==> config.mk <==
export PLATFORM = sky130hd
export DESIGN_NAME = sbc_core
export DESIGN_NICKNAME = d
export VERILOG_FILES = /design/src/sbc_rx_fifo.v /design/src/sbc_core.v
export VERILOG_INCLUDE_DIRS = /design/src
export SDC_FILE = /design/constraint.sdc
export NUM_CORES = 1
export LEC_CHECK = 0
export BUFFER_PORTS_ARGS = -buffer_cell sky130_fd_sc_hd__clkbuf_2
export CAP_MARGIN = 25
export CORE_MARGIN = 3
export CORE_UTILIZATION = 25
export CTS_BUF_LIST = sky130_fd_sc_hd__clkbuf_16
export DETAILED_ROUTE_END_ITERATION = 8
export PLACE_DENSITY = 0.4
export SYNTH_ARGS = -nofsm -noshare
export SYNTH_HDL_FRONTEND = slang
export SYNTH_HIERARCHICAL = 1
export SYNTH_SLANG_ARGS = --single-unit
==> constraint.sdc <==
create_clock -name ref_clk -period 8.69 [get_ports ref_clk]
set_input_delay 1.3035 -clock ref_clk [delete_from_list [all_inputs] [get_ports ref_clk]]
set_output_delay 1.3035 -clock ref_clk [all_outputs]
set_load 0.05 [all_outputs]
==> src/sbc_regs.vh <==
// Constants of the buffered SPI core: reset values, prescaler codes, timing
// Assumes inclusion by bare name from the core only; its receive buffer does not include it
`ifndef SBC_REGS_VH
`define SBC_REGS_VH

// ----------------------------------------------------------------------------
// Reset values
// ----------------------------------------------------------------------------
`define SBC_SHIFT_RST   8'h00
`define SBC_EMPTY_RST   1'b1
`define SBC_MASTER_RST  1'b0

// ----------------------------------------------------------------------------
// Prescaler codes and half periods of the generated clock, in ref_clk cycles
// ----------------------------------------------------------------------------
`define SBC_PRESC_DIV4   2'h0
`define SBC_PRESC_DIV16  2'h1
`define SBC_PRESC_DIV64  2'h2
`define SBC_PRESC_DIV128 2'h3
`define SBC_HALF_DIV4    7'h02
`define SBC_HALF_DIV16   7'h08
`define SBC_HALF_DIV64   7'h20
`define SBC_HALF_DIV128  7'h40

// ----------------------------------------------------------------------------
// Field positions of the clock mode, counts
// ----------------------------------------------------------------------------
`define SBC_MODE_PHASE   0
`define SBC_MODE_POLAR   1
`define SBC_BITS_BYTE    4'h8
`define SBC_EDGES_BYTE   5'h10
`define SBC_SLAVE_MIN_PHASE_CYC 2

`endif

==> src/sbc_rx_fifo.v <==
// Two-entry receive buffer with valid and ready on both sides
// Assumes one clock, synchronous active-low reset, and a push only when ready
`timescale 1ns/1ps

module sbc_rx_fifo #(
  parameter WIDTH = 8,
  parameter DEPTH = 2,
  parameter AW    = 1
) (
  input  wire             ref_clk,
  input  wire             reset_n,
  input  wire             in_valid,
  output wire             in_ready,
  input  wire [WIDTH-1:0] in_data,
  output wire             out_valid,
  input  wire             out_ready,
  output wire [WIDTH-1:0] out_data
);

  reg [WIDTH-1:0] mem_q [0:DEPTH-1];
  reg [AW-1:0]    wr_q;
  reg [AW-1:0]    rd_q;
  reg [AW:0]      cnt_q;
  wire            push;
  wire            pop;

  assign in_ready  = (cnt_q != DEPTH[AW:0]);
  assign out_valid = (cnt_q != {(AW+1){1'b0}});
  assign push      = in_valid & in_ready;
  assign pop       = out_valid & out_ready;
  assign out_data  = mem_q[rd_q];

  // --------------------------------------------------------------------------
  // Pointers wrap at DEPTH so any depth works, not just powers of two
  // --------------------------------------------------------------------------
  always @(posedge ref_clk) begin
    if (!reset_n) begin
      wr_q  <= {AW{1'b0}};
      rd_q  <= {AW{1'b0}};
      cnt_q <= {(AW+1){1'b0}};
    end else begin
      if (push) begin
        wr_q <= (wr_q == DEPTH[AW-1:0] - 1'b1) ? {AW{1'b0}} : wr_q + 1'b1;
      end
      if (pop) begin
        rd_q <= (rd_q == DEPTH[AW-1:0] - 1'b1) ? {AW{1'b0}} : rd_q + 1'b1;
      end
      if (push & ~pop) begin
        cnt_q <= cnt_q + 1'b1;
      end else if (pop & ~push) begin
        cnt_q <= cnt_q - 1'b1;
      end
    end
  end

  always @(posedge ref_clk) begin
    if (push) begin
      mem_q[wr_q] <= in_data;
    end
  end

endmodule

==> src/sbc_core.v <==
// SPI master/slave core with normal and buffered transfer handling
// Assumes pins arrive asynchronous; all control bits are plain levels
`timescale 1ns/1ps
`include "sbc_regs.vh"

module sbc_core #(
  parameter WIDTH = 8
) (
  input  wire             ref_clk,
  input  wire             reset_n,
  input  wire             spi_enable,
  input  wire             master_write,
  input  wire             master_wdata,
  output wire             master_mode,
  input  wire             buffer_mode_enable,
  input  wire             buffer_wait_receive,
  input  wire             select_disable_bit,
  input  wire             ss_is_input,
  input  wire             miso_dir_out,
  input  wire             lsb_first,
  input  wire [1:0]       clock_mode,
  input  wire [1:0]       prescale,
  input  wire             clock_double,
  input  wire             transfer_irq_enable,
  input  wire             transfer_complete_irq_enable,
  input  wire             receive_complete_irq_enable,
  input  wire             buffer_empty_irq_enable,
  input  wire             clear_transfer_flag,
  input  wire             clear_write_collision,
  input  wire             clear_transfer_complete,
  input  wire             data_write,
  input  wire [WIDTH-1:0] data_wdata,
  output wire             rx_valid,
  input  wire             rx_ready,
  output wire [WIDTH-1:0] rx_data,
  output wire             transfer_flag,
  output wire             write_collision_flag,
  output wire             buffer_empty_flag,
  output wire             receive_complete_flag,
  output wire             transfer_complete_flag,
  output wire             irq,
  input  wire             sck_in,
  output wire             sck_out,
  output wire             sck_oe_n,
  input  wire             mosi_in,
  output wire             mosi_out,
  output wire             mosi_oe_n,
  input  wire             miso_in,
  output wire             miso_out,
  output wire             miso_oe_n,
  input  wire             ss_n_in
);

  // --------------------------------------------------------------------------
  // Functions
  // --------------------------------------------------------------------------
  function [6:0] half_period;
    input [1:0] presc;
    input       dbl;
    reg   [6:0] h;
    begin
      h = `SBC_HALF_DIV128;
      case (presc)
        `SBC_PRESC_DIV4:  h = `SBC_HALF_DIV4;
        `SBC_PRESC_DIV16: h = `SBC_HALF_DIV16;
        `SBC_PRESC_DIV64: h = `SBC_HALF_DIV64;
        default:          h = `SBC_HALF_DIV128;
      endcase
      half_period = dbl ? {1'b0, h[6:1]} : h;
    end
  endfunction

  function first_bit;
    input [WIDTH-1:0] v;
    input             lsb;
    begin
      first_bit = lsb ? v[0] : v[WIDTH-1];
    end
  endfunction

  function [WIDTH-1:0] shift_in;
    input [WIDTH-1:0] v;
    input             b;
    input             lsb;
    begin
      shift_in = lsb ? {b, v[WIDTH-1:1]} : {v[WIDTH-2:0], b};
    end
  endfunction

  // --------------------------------------------------------------------------
  // Pin synchronisers: three stages, a change counts when stages 2 and 3 agree
  // --------------------------------------------------------------------------
  reg [2:0] sck_s_q;
  reg [2:0] ss_s_q;
  reg [2:0] mosi_s_q;
  reg [2:0] miso_s_q;
  reg       sck_f_q;
  reg       ss_f_q;
  reg       mosi_f_q;
  reg       miso_f_q;
  wire      sck_f_d;
  wire      ss_f_d;

  assign sck_f_d = (sck_s_q[1] == sck_s_q[2]) ? sck_s_q[2] : sck_f_q;
  assign ss_f_d  = (ss_s_q[1] == ss_s_q[2]) ? ss_s_q[2] : ss_f_q;

  always @(posedge ref_clk) begin
    if (!reset_n) begin
      sck_s_q  <= 3'h0;
      ss_s_q   <= 3'h7;
      mosi_s_q <= 3'h0;
      miso_s_q <= 3'h0;
      sck_f_q  <= 1'b0;
      ss_f_q   <= 1'b1;
      mosi_f_q <= 1'b0;
      miso_f_q <= 1'b0;
    end else begin
      sck_s_q  <= {sck_s_q[1:0], sck_in};
      ss_s_q   <= {ss_s_q[1:0], ss_n_in};
      mosi_s_q <= {mosi_s_q[1:0], mosi_in};
      miso_s_q <= {miso_s_q[1:0], miso_in};
      sck_f_q  <= sck_f_d;
      ss_f_q   <= ss_f_d;
      if (mosi_s_q[1] == mosi_s_q[2]) begin
        mosi_f_q <= mosi_s_q[2];
      end
      if (miso_s_q[1] == miso_s_q[2]) begin
        miso_f_q <= miso_s_q[2];
      end
    end
  end

  // --------------------------------------------------------------------------
  // State
  // --------------------------------------------------------------------------
  reg [WIDTH-1:0] sh_q;
  reg [WIDTH-1:0] txb_q;
  reg             txb_full_q;
  reg             sh_fresh_q;
  reg             tx_bit_q;
  reg [3:0]       bit_cnt_q;
  reg             master_q;
  reg             busy_q;
  reg             pend_q;
  reg [6:0]       div_q;
  reg [4:0]       edge_q;
  reg             sck_q;
  reg             if_q;
  reg             write_collision_flag_q;
  reg             dre_q;
  reg             rxc_q;
  reg             txc_q;
  reg             dre_rise_q;
  reg             rxc_step_q;
  reg             all_sent_q;
  reg             all_sent2_q;

  wire cpha     = clock_mode[`SBC_MODE_PHASE];
  wire cpol     = clock_mode[`SBC_MODE_POLAR];
  wire is_slave = spi_enable & ~master_q;
  wire is_mast  = spi_enable & master_q;
  wire buf_mode = buffer_mode_enable;
  wire wait_rx  = buffer_wait_receive & ~master_q;
  wire selected = is_slave & ~ss_f_q;
  wire ss_rise  = is_slave & ~ss_f_q & ss_f_d;
  wire ss_kick  = is_mast & ~select_disable_bit & ss_is_input & ~ss_f_q;

  // Slave edges come from the filtered clock, so each phase needs
  // at least two core cycles to be seen at all
  wire s_edge    = selected & (sck_f_d != sck_f_q);
  wire s_lead    = s_edge & (sck_f_d != cpol);
  wire s_trail   = s_edge & (sck_f_d == cpol);
  wire div_hit   = is_mast & busy_q & (div_q == 7'h01);
  wire m_lead    = div_hit & ~edge_q[0];
  wire m_trail   = div_hit & edge_q[0];
  wire lead      = selected ? s_lead : m_lead;
  wire trail     = selected ? s_trail : m_trail;
  wire samp      = cpha ? trail : lead;
  wire setup     = cpha ? lead : trail;
  wire in_bit    = selected ? mosi_f_q : miso_f_q;
  wire m_done    = div_hit & (edge_q == `SBC_EDGES_BYTE - 5'h01);
  wire s_done    = selected & samp & (bit_cnt_q == `SBC_BITS_BYTE - 4'h1);
  wire done      = m_done | s_done;
  wire s_active  = selected & (bit_cnt_q != 4'h0);
  wire fifo_rdy;
  wire rx_room   = buf_mode | ~rx_valid;
  wire start     = is_mast & pend_q & ~busy_q & fifo_rdy & rx_room;
  wire [WIDTH-1:0] sh_shifted = shift_in(sh_q, in_bit, lsb_first);
  wire [WIDTH-1:0] rx_byte    = samp ? sh_shifted : sh_q;

  // --------------------------------------------------------------------------
  // Shifter, transmit buffer and master clock generator
  // --------------------------------------------------------------------------
  always @(posedge ref_clk) begin
    if (!reset_n) begin
      sh_q       <= `SBC_SHIFT_RST;
      txb_q      <= `SBC_SHIFT_RST;
      txb_full_q <= 1'b0;
      sh_fresh_q <= 1'b0;
      tx_bit_q   <= 1'b0;
      bit_cnt_q  <= 4'h0;
      master_q   <= `SBC_MASTER_RST;
      busy_q     <= 1'b0;
      pend_q     <= 1'b0;
      div_q      <= 7'h00;
      edge_q     <= 5'h00;
      sck_q      <= 1'b0;
    end else begin
      if (master_write) begin
        master_q <= master_wdata;
      end else if (ss_kick) begin
        master_q <= 1'b0;
      end
      if (!spi_enable || ss_kick || ss_rise || (is_slave && ss_f_q)) begin
        bit_cnt_q <= 4'h0;
        busy_q    <= 1'b0;
        edge_q    <= 5'h00;
        sck_q     <= cpol;
      end else begin
        if (samp) begin
          sh_q      <= sh_shifted;
          bit_cnt_q <= (bit_cnt_q == `SBC_BITS_BYTE - 4'h1) ? 4'h0 : bit_cnt_q + 4'h1;
        end
        if (setup) begin
          tx_bit_q <= first_bit(sh_q, lsb_first);
        end
        if (start) begin
          busy_q <= 1'b1;
          pend_q <= 1'b0;
          div_q  <= half_period(prescale, clock_double);
          edge_q <= 5'h00;
          sck_q  <= cpol;
        end else if (div_hit) begin
          sck_q  <= ~sck_q;
          edge_q <= edge_q + 5'h01;
          div_q  <= half_period(prescale, clock_double);
          if (m_done) begin
            busy_q <= 1'b0;
          end
        end else if (busy_q) begin
          div_q <= div_q - 7'h01;
        end
      end
      if (done) begin
        sh_fresh_q <= 1'b0;
        if (buf_mode && txb_full_q) begin
          sh_q       <= txb_q;
          txb_full_q <= 1'b0;
          sh_fresh_q <= 1'b1;
          pend_q     <= is_mast;
        end
      end else if (data_write && spi_enable) begin
        if (!buf_mode) begin
          if (is_slave && s_active) begin
            sh_q <= sh_q;
          end else begin
            sh_q   <= data_wdata;
            pend_q <= is_mast;
          end
        end else if (is_mast && !busy_q && !pend_q && !txb_full_q) begin
          sh_q   <= data_wdata;
          pend_q <= 1'b1;
        end else if (!txb_full_q) begin
          txb_q      <= data_wdata;
          txb_full_q <= 1'b1;
        end
      end else if (buf_mode && wait_rx && is_slave && ss_f_q && txb_full_q
                   && !sh_fresh_q) begin
        sh_q       <= txb_q;
        txb_full_q <= 1'b0;
        sh_fresh_q <= 1'b1;
      end
    end
  end

  // --------------------------------------------------------------------------
  // Flags; a set in the same cycle as a clear wins
  // --------------------------------------------------------------------------
  wire txb_load = (done && buf_mode && txb_full_q) ||
                  (!done && !data_write && buf_mode && wait_rx && is_slave && ss_f_q &&
                   txb_full_q && !sh_fresh_q);
  wire txb_wr   = !done && data_write && spi_enable && buf_mode && !txb_full_q &&
                  !(is_mast && !busy_q && !pend_q);
  wire col_set  = !done && data_write && spi_enable && !buf_mode &&
                  (is_slave ? s_active : (busy_q | pend_q));
  wire rx_pop   = rx_valid & rx_ready;

  always @(posedge ref_clk) begin
    if (!reset_n) begin
      if_q        <= 1'b0;
      write_collision_flag_q     <= 1'b0;
      dre_q       <= `SBC_EMPTY_RST;
      rxc_q       <= 1'b0;
      txc_q       <= 1'b0;
      dre_rise_q  <= 1'b0;
      rxc_step_q  <= 1'b0;
      all_sent_q  <= 1'b0;
      all_sent2_q <= 1'b0;
    end else begin
      if ((done && !buf_mode) || ss_kick) begin
        if_q <= 1'b1;
      end else if (clear_transfer_flag) begin
        if_q <= 1'b0;
      end
      if (col_set) begin
        write_collision_flag_q <= 1'b1;
      end else if (clear_write_collision) begin
        write_collision_flag_q <= 1'b0;
      end
      if (txb_load) begin
        dre_q <= 1'b1;
      end else if (txb_wr) begin
        dre_q <= 1'b0;
      end
      dre_rise_q  <= done & buf_mode;
      all_sent_q  <= done & buf_mode & ~txb_full_q;
      rxc_step_q  <= dre_rise_q;
      all_sent2_q <= all_sent_q;
      if (dre_rise_q) begin
        rxc_q <= 1'b1;
      end else if (rx_pop || !rx_valid) begin
        rxc_q <= 1'b0;
      end
      if (rxc_step_q && all_sent2_q) begin
        txc_q <= 1'b1;
      end else if (clear_transfer_complete) begin
        txc_q <= 1'b0;
      end
    end
  end

  // --------------------------------------------------------------------------
  // Receive queue; master holds off a new byte while it is full, or in normal mode
  // while it holds a byte; a slave cannot be stalled so its byte is dropped
  // --------------------------------------------------------------------------
  sbc_rx_fifo #(
    .WIDTH (WIDTH),
    .DEPTH (2),
    .AW    (1)
  ) u_rx_fifo (
    .ref_clk   (ref_clk),
    .reset_n   (reset_n),
    .in_valid  (done & rx_room),
    .in_ready  (fifo_rdy),
    .in_data   (rx_byte),
    .out_valid (rx_valid),
    .out_ready (rx_ready),
    .out_data  (rx_data)
  );

  // --------------------------------------------------------------------------
  // Outputs
  // --------------------------------------------------------------------------
  wire cur_bit = ((bit_cnt_q == 4'h0) && !cpha && !(busy_q && edge_q != 5'h00)) ?
                 first_bit(sh_q, lsb_first) : tx_bit_q;

  assign master_mode            = master_q;
  assign transfer_flag          = if_q;
  assign write_collision_flag   = write_collision_flag_q;
  assign buffer_empty_flag      = dre_q;
  assign receive_complete_flag  = rxc_q;
  assign transfer_complete_flag = txc_q;
  assign irq = (if_q & transfer_irq_enable) |
               (txc_q & transfer_complete_irq_enable) |
               (rxc_q & receive_complete_irq_enable) |
               (dre_q & buf_mode & buffer_empty_irq_enable);
  assign sck_out   = is_mast ? sck_q : cpol;
  assign sck_oe_n  = ~is_mast;
  assign mosi_out  = cur_bit;
  assign mosi_oe_n = ~is_mast;
  assign miso_out  = cur_bit;
  assign miso_oe_n = ~(selected & miso_dir_out);

endmodule

==> flow_metrics.py <==
metrics = {
    "outcome": {
        "status": "complete, no violations",
    },
    "critical_path": {
        "crit-reg2reg-launch": "master_mode",
        "cp_num_buf_inv": 2,
        "ff2ff_path_depth": 10,
        "critical_path_required_ps": 8970,
        "worst_path_dominant_cell_family": "simple AND/OR/NAND/NOR gates",
        "crit_path_top_delay_cell": "or3_1",
        "critPathLaunchType": "primary input",
        "criticalPathCategory": "in2reg",
        "critical_path.max_stage_delay_ps": 540,
        "reg2reg_to": "u_rx_fifo/cnt_q[1]",
        "worst-endpoint-arrival_ps": 4240,
        "reg2reg_slack_ps": 5420,
        "critical_path.cell_chain": "clkbuf_2 -> and2_1 -> inv_4 -> nor4_4 -> or3_1 -> a21oi_2 -> a21oi_1 -> and2_1 -> ha_1 -> or3_1 -> a21oi_1",
        "kind_of_capture_point_of_the_worst_setup_path": "flop",
        "cp_max_fo": 14,
    },
    "synth": {
        "mux_share_of_post_synthesis_cell_area_pct": 7.690,
        "synth_largest_type_area_fraction_pct": 32.16,
        "compound_cell_area_share_of_the_yosys_netlist_pct": 19.57,
        "synthXorXnorAreaFrac_pct": 1.631,
        "synth_simple_gate_area_share_pct": 21.00,
        "proportion_of_synthesized_chip_area_in_sequential_cells_pct": 43.34,
        "synthesis.area_per_instance_sq_um": 9.762,
        "synth_top_area_cell": "dfxtp_1",
        "synth_area_leaders": "dfxtp_1 (32%), edfxtp_1 (11%), mux2_2 (4.2%)",
        "synth.distinct_cells": 73,
        "combinational_family_with_the_most_area_after_synthesis": "simple AND/OR/NAND/NOR gates",
        "post_synth_fa_ha_maj_area_fraction_pct": 2.330,
        "post_synth_edffs": 16,
        "synthArstFlopShare_pct": 0,
        "syn_nets": 485,
        "synth.ff_latch_count": 85,
        "synth-main-ff-cell": "dfxtp_1",
        "yosysWarnings": 6,
        "yosys.cell_count.top_type": "dfxtp_1",
        "cell_area_after_synthesis_sq_mm": 0.004295,
        "syn_inst": 440,
        "synth_top_cells_by_count": "dfxtp_1 (69), nor2_1 (34), nand2_1 (29), o21ai_0 (26), a21oi_1 (23)",
    },
    "timing": {
        "finalHoldViolations": 0,
        "finalSetupTns_ps": 0,
        "report.final.setup_viol": 0,
        "max_freq_ghz": 0.2523,
        "worstMarginPinSlew_ps": 880.6,
        "timing.clock.skew_ps": 8.999,
        "slew-limit-headroom_pct": 41.29,
        "report.final.slew_viol_count": 0,
        "rsz0062_at_grt": "no",
        "worst_slack_ps": 4726,
        "final_critical_path_share_of_the_clock_period_pct": 45.61,
        "final_period_minus_worst_setup_slack_ps": 3964,
    },
    "floorplanning": {
        "floorplan.core_area_sq_mm": 0.01670,
        "initial_utilization_pct": 25.72,
        "fp.dieW_microns": 137.1,
        "num_rows": 47,
        "die-height_microns": 137.1,
        "io_pins": 59,
        "die-area_sq_mm": 0.01879,
    },
    "worst_hold_path": {
        "holdCritPathClass": "reg2reg",
        "min_path_cells": 1,
        "hold_path.startpoint": "ss_s_q[0]",
        "hold_end": "ss_s_q[1]",
    },
    "route": {
        "vias_per_cell": 4.915,
        "wire_per_inst_microns": 15.82,
        "detailroute.via_count": 3509,
        "drt-initial-drc-count": 198,
        "drcViolationCount": 0,
        "drtAntennaViolNets": 0,
        "detail_route.wirelength_microns": 11290,
        "drt_pass1_iterations": 4,
    },
    "power_and_ir_drop": {
        "clock_power_share_pct": 43.6,
        "ir_worst_vdd_mv": 0.08537,
        "comb_power_share_pct": 7.2,
        "netSwitchingFraction_pct": 25.19,
        "p_total_mw": 0.8405,
        "netSwitchingPower_mw": 0.2117,
        "power-per-cell-area_mw_per_mm2": 167.1,
        "intPower_mw": 0.6288,
        "sequentialPowerShare_pct": 49.2,
        "power.static_leakage_nw": 1.929,
    },
    "finish": {
        "syn_to_final_growth_pct": 17.10,
        "multi_input_comb_area_sq_mm": 0.002243,
        "fin_cells": 714,
        "num_antenna_cells": 0,
        "final_layout_size_suffix_gt1_share_pct": 23.89,
        "n_fill_cell": 1777,
        "seqCellArea_sq_mm": 0.001862,
        "final_nets": 534,
    },
    "placed_design": {
        "placed_cells": 698,
        "place_worst_setup_slack_ps": 4350,
        "finalWeightedCongestion": 0.8130,
        "dpl.hpwl_microns": 8296,
        "numPortBuffers": 58,
    },
    "clock_tree": {
        "h_tree_level_count": 3,
        "cts.repair.resized": 0,
        "count_of_hold_fix_buffers_inserted_at_cts": 0,
        "clockBufferDepth": 2,
        "cts.root.buffer_cell": "clkbuf_16",
        "clk-insertion-delay-late_ps": 350,
        "cts_tree": "built",
        "cts_post_setup_buffers_inserted": 0,
        "cts_buffers": 9,
        "clkSinkCount": 85,
        "clkSlewWorstSetupHoldPaths_ps": 70,
    },
    "global_route": {
        "initial_antenna_violation_count": 0,
        "grt_max_degree": 28,
        "number_of_global_route_vias_before_repair": 3451,
        "grt_util_all_layers_pct": 12.56,
        "first_pass_grt_wire_length_microns": 18260,
        "gr-total-overflow": 0,
    },
    "flow_run": {
        "max-cap-violations": 0,
    },
}
## registers in the layout, indices dropped and copies added, names as in the netlist, 2 cells and up, named ones only
signal           flops
ss_s_q               3
txb_q                8
sck_s_q              3
edge_q               5
bit_cnt_q            4
u_rx_fifo/cnt_q      2
miso_s_q             3
sh_q                 8
div_q                7
mosi_s_q             3
u_rx_fifo/mem_q     16
## stage by stage
stage | cell area, sq um | hold slack (ps) | util [%]
CTS | 5030 | 428.8 | 30.12
detailed placement | 4748 | 404.8 | 28.43
floorplan | 4295 | 386.3 | -
finish | 5030 | 430.6 | 30.12
global placement | 4748 | 412.0 | 28.43
global route | 5030 | 451.9 | 30.12
## layer usage
metal | routed length [microns] | GRT usage (%)
met3 | 505 | 3.272
met5 | 0 | 0
met4 | 235 | 5.100
met2 | 5016 | 19.48
met1 | 5536 | 16.60
## placed cells by master (no fill, tap or decap), types with 3 or more instances in the layout
cell       count
a2111oi_1      5
a211oi_1       9
a21oi_1       23
a221o_2        6
a31oi_1       10
and2_1        14
and3_1         6
and4b_1        4
clkbuf_16      9
clkbuf_2      58
dfxtp_1       69
edfxtp_1      16
ha_1           8
inv_1         15
inv_6          3
mux2_2        16
mux2i_1       15
nand2_1       29
nand2b_1       8
nand3_1       12
nand4_1        5
nor2_1        34
nor3_1        10
nor3b_1        3
nor4_1         3
o21ai_0       26
o221a_1        8
or3_1          6
xor2_1         6
## cell families (layout without fill, tap and decap cells)
family	Yosys count	count (layout)
xor gates and xnor gates	8	8
adders and majority gates	8	8
and+or+nand+nor	156	156
buffers and inverters	38	92
DFF	85	85
muxes	31	31
AOI/OAI and AO/OA	114	114
## area by class of cell
class / count / area share (%)
Multi-Input combinational cell: 317 / 44.60
Clock buffer: 9 / 4.478
Tap cell: 220 / 5.473
Timing Repair Buffer: 60 / 6.070
Clock inverter: 7 / 1.119
Sequential cell: 85 / 37.02
Inverter: 16 / 1.244
## power by group through the flow
stage / combinational (mW) / clock, mW / sequential, mW
after detailed placement: 0.0612 / 0 / 0.422
after floorplan: 0.0399 / 0 / 0.422
final: 0.0607 / 0.367 / 0.413
after global routing: 0.0677 / 0.396 / 0.414
after global placement: 0.0609 / 0 / 0.422
after CTS: 0.0615 / 0.383 / 0.413
## worst max-delay path by stage
| stage | startpoint | endpoint | slack, ps | depth (start not counted) |
|---|---|---|---|---|
| after global placement | spi_enable | u_rx_fifo/cnt_q[1] | 4500 | 11 |
| after floorplan | lsb_first | mosi_out | 4710 | 4 |
| after CTS | spi_enable | u_rx_fifo/cnt_q[1] | 4720 | 11 |
| final | spi_enable | u_rx_fifo/cnt_q[1] | 4730 | 11 |
| after global routing | spi_enable | u_rx_fifo/cnt_q[1] | 4450 | 11 |
| after detailed placement | spi_enable | u_rx_fifo/cnt_q[1] | 4350 | 11 |
No activity file was read; power rests on OpenSTA's default activity.
